### config.mk
export PLATFORM = sky130hd
export DESIGN_NAME = jkff_dual
export DESIGN_NICKNAME = d
export VERILOG_FILES = /design/src/hw/jkff_pkg.sv /design/src/hw/jkff_sync.sv /design/src/hw/jkff_dual.sv
export SDC_FILE = /design/constraint.sdc
export NUM_CORES = 1
export LEC_CHECK = 0
export ABC_AREA = 1
export BUFFER_PORTS_ARGS = -buffer_cell sky130_fd_sc_hd__buf_2
export CAP_MARGIN = 25
export CORE_AREA = 2 2 39 41
export CTS_CLUSTER_DIAMETER = 40
export CTS_CLUSTER_SIZE = 8
export DETAILED_ROUTE_END_ITERATION = 8
export DIE_AREA = 0 0 41 43
export PLACE_DENSITY = 0.59
export SETUP_SLACK_MARGIN = 0.05
export SLEW_MARGIN = 20
export SYNTH_ARGS = -nofsm -noshare
export SYNTH_HDL_FRONTEND = slang
export SYNTH_SLANG_ARGS = --single-unit
### constraint.sdc
create_clock -name clk -period 0.82 [get_ports clk]
set_input_delay 0.164 -clock clk [delete_from_list [all_inputs] [get_ports clk]]
set_output_delay 0.164 -clock clk [all_outputs]
set_load 0.005 [all_outputs]
### src/hw/jkff_pkg.sv
// types and constants shared by the dual j-k flip-flop block.
// assumes a single 100 MHz system clock; the element clock arrives as a pin.
package jkff_pkg;
  localparam int unsigned ELEM_COUNT   = 2;
  localparam int unsigned SYNC_STAGES  = 3;
  localparam logic        CLK_LVL_RST  = 1'b0;
  localparam logic        TRUE_RST     = 1'b0;
  localparam logic        COMPL_RST    = 1'b1;
  localparam logic [2:0]  SYNC_ST_RST  = 3'h0;

  // per-element inputs from surrounding logic
  typedef struct packed {
    logic j;
    logic k;
    logic preset_n;
  } jkff_elem_in_t;

  // synchroniser state: raw pin stages and the settled level
  typedef struct packed {
    logic [SYNC_STAGES-1:0] stage;
    logic                   lvl;
  } jkff_sync_st_t;

  // core state: previous settled clock level and both elements' outputs
  typedef struct packed {
    logic                  clk_prev;
    logic [ELEM_COUNT-1:0] q;
    logic [ELEM_COUNT-1:0] q_n;
  } jkff_core_st_t;
endpackage

### src/hw/jkff_sync.sv
// three-stage synchroniser for one pin from outside the clk domain.
// assumes clk is free running; the settled level moves only when stages two
// and three agree, so a single-cycle glitch past stage one is filtered out.
`timescale 1ns/10ps
module jkff_sync
#(
  parameter logic RST_LVL = 1'b0
)
(
  input  wire logic clk,
  input  wire logic sys_rst,
  input  wire logic pin_raw,
  output logic      lvl
);
  jkff_pkg::jkff_sync_st_t st_r;
  jkff_pkg::jkff_sync_st_t st_nxt;

  always_comb
  begin
    st_nxt       = st_r;
    st_nxt.stage = {st_r.stage[1:0], pin_raw};
    // stage 0 is read only by stage 1
    if (st_r.stage[1] == st_r.stage[2])
    begin
      st_nxt.lvl = st_r.stage[2];
    end
  end

  always_ff @(posedge clk)
  begin
    if (sys_rst)
    begin
      st_r.stage <= jkff_pkg::SYNC_ST_RST;
      st_r.lvl   <= RST_LVL;
    end
    else
    begin
      st_r <= st_nxt;
    end
  end

  assign lvl = st_r.lvl;
endmodule

### src/hw/jkff_dual.sv
// dual j-k flip-flop with per-element preset and shared clear and clock.
// assumes j, k, presets and clear come from logic on clk; the element clock
// is a pin from outside and is synchronised before its falling edge is used.
//
// Function
// - two elements, shared clock and clear, own presets
// - low preset sets, low clear resets, clock ignored
// - both low gives both outputs high, not kept
// - update only on falling clock, else hold
// - jk 00 hold, 10 set, 01 reset
// - jk 11 toggles, divides clock by two
// - later j/k changes wait for next edge
`timescale 1ns/10ps
module jkff_dual
#(
  parameter int unsigned ELEMS = jkff_pkg::ELEM_COUNT
)
(
  input  wire logic                                    clk,
  input  wire logic                                    sys_rst,
  input  wire logic                                    elem_clk_pin,
  input  wire logic                                    shared_force_zero_n,
  input  wire jkff_pkg::jkff_elem_in_t [ELEMS-1:0]     elem_in,
  output logic                         [ELEMS-1:0]     q,
  output logic                         [ELEMS-1:0]     q_n
);
  jkff_pkg::jkff_core_st_t st_r;
  jkff_pkg::jkff_core_st_t st_nxt;
  logic                    clk_lvl;
  logic                    fall;

  // next true output for a qualifying edge
  function automatic logic jk_next(input logic cur, input logic j, input logic k);
    logic r;
    r = cur;
    unique case ({j, k})
      2'b00: r = cur;
      2'b10: r = 1'b1;
      2'b01: r = 1'b0;
      2'b11: r = ~cur;
    endcase
    return r;
  endfunction

  jkff_sync
  #(
    .RST_LVL (jkff_pkg::CLK_LVL_RST)
  )
  u_clk_sync
  (
    .clk     (clk),
    .sys_rst (sys_rst),
    .pin_raw (elem_clk_pin),
    .lvl     (clk_lvl)
  );

  // the shared clock edge seen once for both elements
  // a pin pulse shorter than two clk cycles can be lost in the synchroniser
  assign fall = st_r.clk_prev & ~clk_lvl;

  always_comb
  begin
    st_nxt          = st_r;
    st_nxt.clk_prev = clk_lvl;
    for (int i = 0; i < ELEMS; i++)
    begin
      // overrides are checked every cycle, independent of the element clock
      if (!elem_in[i].preset_n && !shared_force_zero_n)
      begin
        st_nxt.q[i]   = 1'b1;
        st_nxt.q_n[i] = 1'b1;
      end
      else if (!elem_in[i].preset_n)
      begin
        st_nxt.q[i]   = 1'b1;
        st_nxt.q_n[i] = 1'b0;
      end
      else if (!shared_force_zero_n)
      begin
        st_nxt.q[i]   = 1'b0;
        st_nxt.q_n[i] = 1'b1;
      end
      else
      begin
        // j and k are looked at only in the edge cycle
        if (fall)
        begin
          st_nxt.q[i] = jk_next(st_r.q[i], elem_in[i].j, elem_in[i].k);
        end
        // restores complement after the nonstable both-high state
        st_nxt.q_n[i] = ~st_nxt.q[i];
      end
    end
  end

  always_ff @(posedge clk)
  begin
    if (sys_rst)
    begin
      st_r.clk_prev <= jkff_pkg::CLK_LVL_RST;
      st_r.q        <= {ELEMS{jkff_pkg::TRUE_RST}};
      st_r.q_n      <= {ELEMS{jkff_pkg::COMPL_RST}};
    end
    else
    begin
      st_r <= st_nxt;
    end
  end

  assign q   = st_r.q;
  assign q_n = st_r.q_n;

  logic inact0;
  assign inact0 = elem_in[0].preset_n && shared_force_zero_n;
  logic inact1;
  assign inact1 = elem_in[1].preset_n && shared_force_zero_n;
endmodule

==> summary.txt <==
STA
  – Clock skew: 0.00192 ns
  – Fmax: 1170 MHz
  – RSZ-0062 raised after global routing: yes
  – Slack of the critical path: -0.0368 ns
  – Hold_ws: 0.0978 ns
  – Final Setup Violations: 7
  – Max Transition Viols Final: 0
  – Fin crit period: 0.857 ns
  – Final period util: 1.04
  – Final Hold Fails: 0
  – Worst slew pin tran: 0.193 ns
  – Slew margin rel.: 0.871

Worst setup path
  – R2R cell count: 6
  – Crit path required time: 0.66 ns
  – Startpoint Class: flop
  – R2r startpoint: u_clk_sync.lvl
  – Cell count along the critical path: 1
  – Crit path max-delay family: flip-flops
  – CP Data Arrival Time: 0.69 ns
  – Setup crit end: q[1]
  – Crit path buffers/inverters: 1
  – Worst Setup Path Type: reg2out
  – Max stage delay on crit path: 0.32 ns
  – Critical Path, Cell by Cell: buf_2
  – Reg2Reg Setup Slack: -0.02 ns
  – Crit. End Element: output pin
  – Worst Path Max Fanout: 3
  – Worst setup path start: q[1]
  – Worst path slowest cell: dfxtp_2
  – Reg2reg end: q_n[0]

Placement
  – Gp weighted congestion: 0.592
  – Placed Cells: 76
  – Placed Instance Area: 428 um^2
  – DP Worst Slack: -0.0134 ns
  – I/O Buffers: 13
  – Final HPWL DP: 476 um

Synthesis
  – Mux cell area share after synthesis: 0
  – Syn_area_per_cell: 7.26 um^2
  – Synth Area in Simple Gates: 0.287
  – #FFs+latches synth: 9
  – Synth warn: 0
  – Distinct cells, synth: 10
  – XOR/XNOR share of the synthesized area: 0
  – Post-synthesis instance area: 370 um^2
  – Mapped Cells: 51
  – Sequential share of the synthesized area: 0.486
  – Adder-cell share of the synthesized area: 0
  – Combinational family with the most area after synthesis: simple AND/OR/NAND/NOR gates
  – Post-Syn Nets: 61
  – Synth Area in Compound Gates: 0.0405

Finish
  – Synth-to-Final Area Change: 37.5%
  – Final instance area: 509 um^2
  – Fraction of layout cells with a size suffix above 1: 0.547
  – Sequential cell area: 190 um^2
  – Commonest non-fill, non-tap cell in the layout: buf_2
  – Final-layout fill cell count: 147
  – Multi-input gate area in the final layout: 163 um^2
  – Diode count: 0
  – Post-route non-filler standard cell count: 80
  – Nets: 75
  – Most frequent cells in the layout: 13 x buf_2, 8 x nor2_1, 7 x inv_1, 7 x nand2_1, 5 x dfxtp_1
  – Utilization after layout: 0.368

Clock tree
  – CTS Buf Count: 3
  – CTS clk-pin slew, worst paths: 0.06 ns
  – Hold-fix buffers, CTS: 0
  – Clock Sinks: 9
  – Worst-Skew Late Latency: 0.25 ns
  – H-Tree Depth: 1
  – Root buffer cell: clkbuf_4
  – Clk buf depth: 2
  – Setup bufs post-CTS: 0
  – CTS tree: built

Hold path
  – Worst Hold Class: in2reg
  – Min-Delay Path Depth: 2

Die
  – Initial Util: 0.268
  – I/O Pins: 14
  – Core Region: 1380 um^2
  – Die Wd: 41 um
  – DIE AREA: 1760 um^2
  – Cell Rows: 14
  – Chip height: 43 um

Routing
  – Post-DRT Antenna Nets: 0
  – Number of iterations in the first detailed-routing pass: 4
  – Routed vias: 327
  – Drt via density: 4.09
  – Final wirelength: 649 um
  – WL/cell: 8.11 um
  – Initial DRC count: 9
  – DR DRC count: 0

Global route
  – Met3 usage: 0.0314
  – GRT met1 Usage: 0.0879
  – Vias in the first global route: 264
  – Initial antenna violation count: 0
  – First-pass GRT wire length: 1000 um
  – Total grt overflow: 0
  – M2 GR Usage: 0.138
  – Total GRT Usage: 0.0897
  – GR peak layer: met2
  – Largest net degree at the start of global routing: 9

Run status
  – Failing checks: negative setup slack
  – Run status: finished, violations left

Power and ir drop
  – Pwr Density: 1720 nW/um^2
  – Leak Pwr: 0.241 nW
  – Worst IR Drop VDD: 0.731 mV

Flow run
  – Max_cap viols: 0
-- cell families after synthesis --
kind of cell | count (synthesis)
AND/OR/NAND/NOR | 25
AO/OA/AOI/OAI | 3
buffers and inverters | 14
flip-flops | 9
-- report_power, final --
part / internal (mW) / total [mW] / switching, mW
Clock: 0.180 / 0.331 / 0.151
Combinational: 0.0418 / 0.0888 / 0.0470
Sequential: 0.451 / 0.459 / 0.00794
-- synthesized netlist by cell type, drive strengths merged --
| cell type | instances | area share |
|---|---|---|
| a21oi | 3 | 0.041 |
| dfxtp | 9 | 0.49 |
| nand3 | 4 | 0.054 |
| nand2 | 10 | 0.10 |
| buf | 5 | 0.095 |
| nor2 | 11 | 0.13 |
| inv | 9 | 0.091 |
-- sequential cells by signal, indices dropped and copies added, names as in the netlist --
| signal | count |
|---|---|
| u_clk_sync.st_r | 1 |
| u_clk_sync.lvl | 1 |
| q_n | 2 |
| q | 2 |
| st_r | 1 |
| u_clk_sync.st_nxt | 2 |
-- worst min-delay path by stage --
stage / startpoint / to / slack, ns
2_1_floorplan: elem_in[0] / q[0] / 0.26
3_3_place_gp: elem_clk_pin / u_clk_sync.st_nxt[2] / 0.37
3_5_place_dp: elem_clk_pin / u_clk_sync.st_nxt[2] / 0.37
4_1_cts: elem_in[0] / q[0] / 0.10
5_1_grt: elem_in[0] / q[0] / 0.09
6_report: elem_in[0] / q[0] / 0.1
-- stage by stage --
stage               power [mW]  setup TNS (ns)
floorplan                0.528               0
global placement         0.551        -0.00952
detailed placement       0.553         -0.0260
CTS                      0.898          -0.150
global route             0.943          -0.497
finish                   0.878          -0.124
-- layer usage --
layer | share of wire | wire length, um | vias up
li1 | - | - | 174
met1 | 0.38 | 249 | 142
met2 | 0.56 | 363 | 11
met3 | 0.054 | 35 | 0
met4 | 0 | 0 | 0
met5 | 0 | 0 | -
-- cell type report --
type,instances,share of cell area
Sequential cell,9,0.373
Multi-Input combinational cell,28,0.319
Timing Repair Buffer,14,0.143
Inverter,9,0.0713
Clock buffer,3,0.0442
Tap cell,16,0.0393
Clock inverter,1,0.00983
-- repair_timing --
item,in CTS,in global routing
gates resized for setup,9,9
pin swaps,6,6
hold endpoints to repair,0,0
setup endpoints to repair,9,9
(Power assumes the default switching activity.)
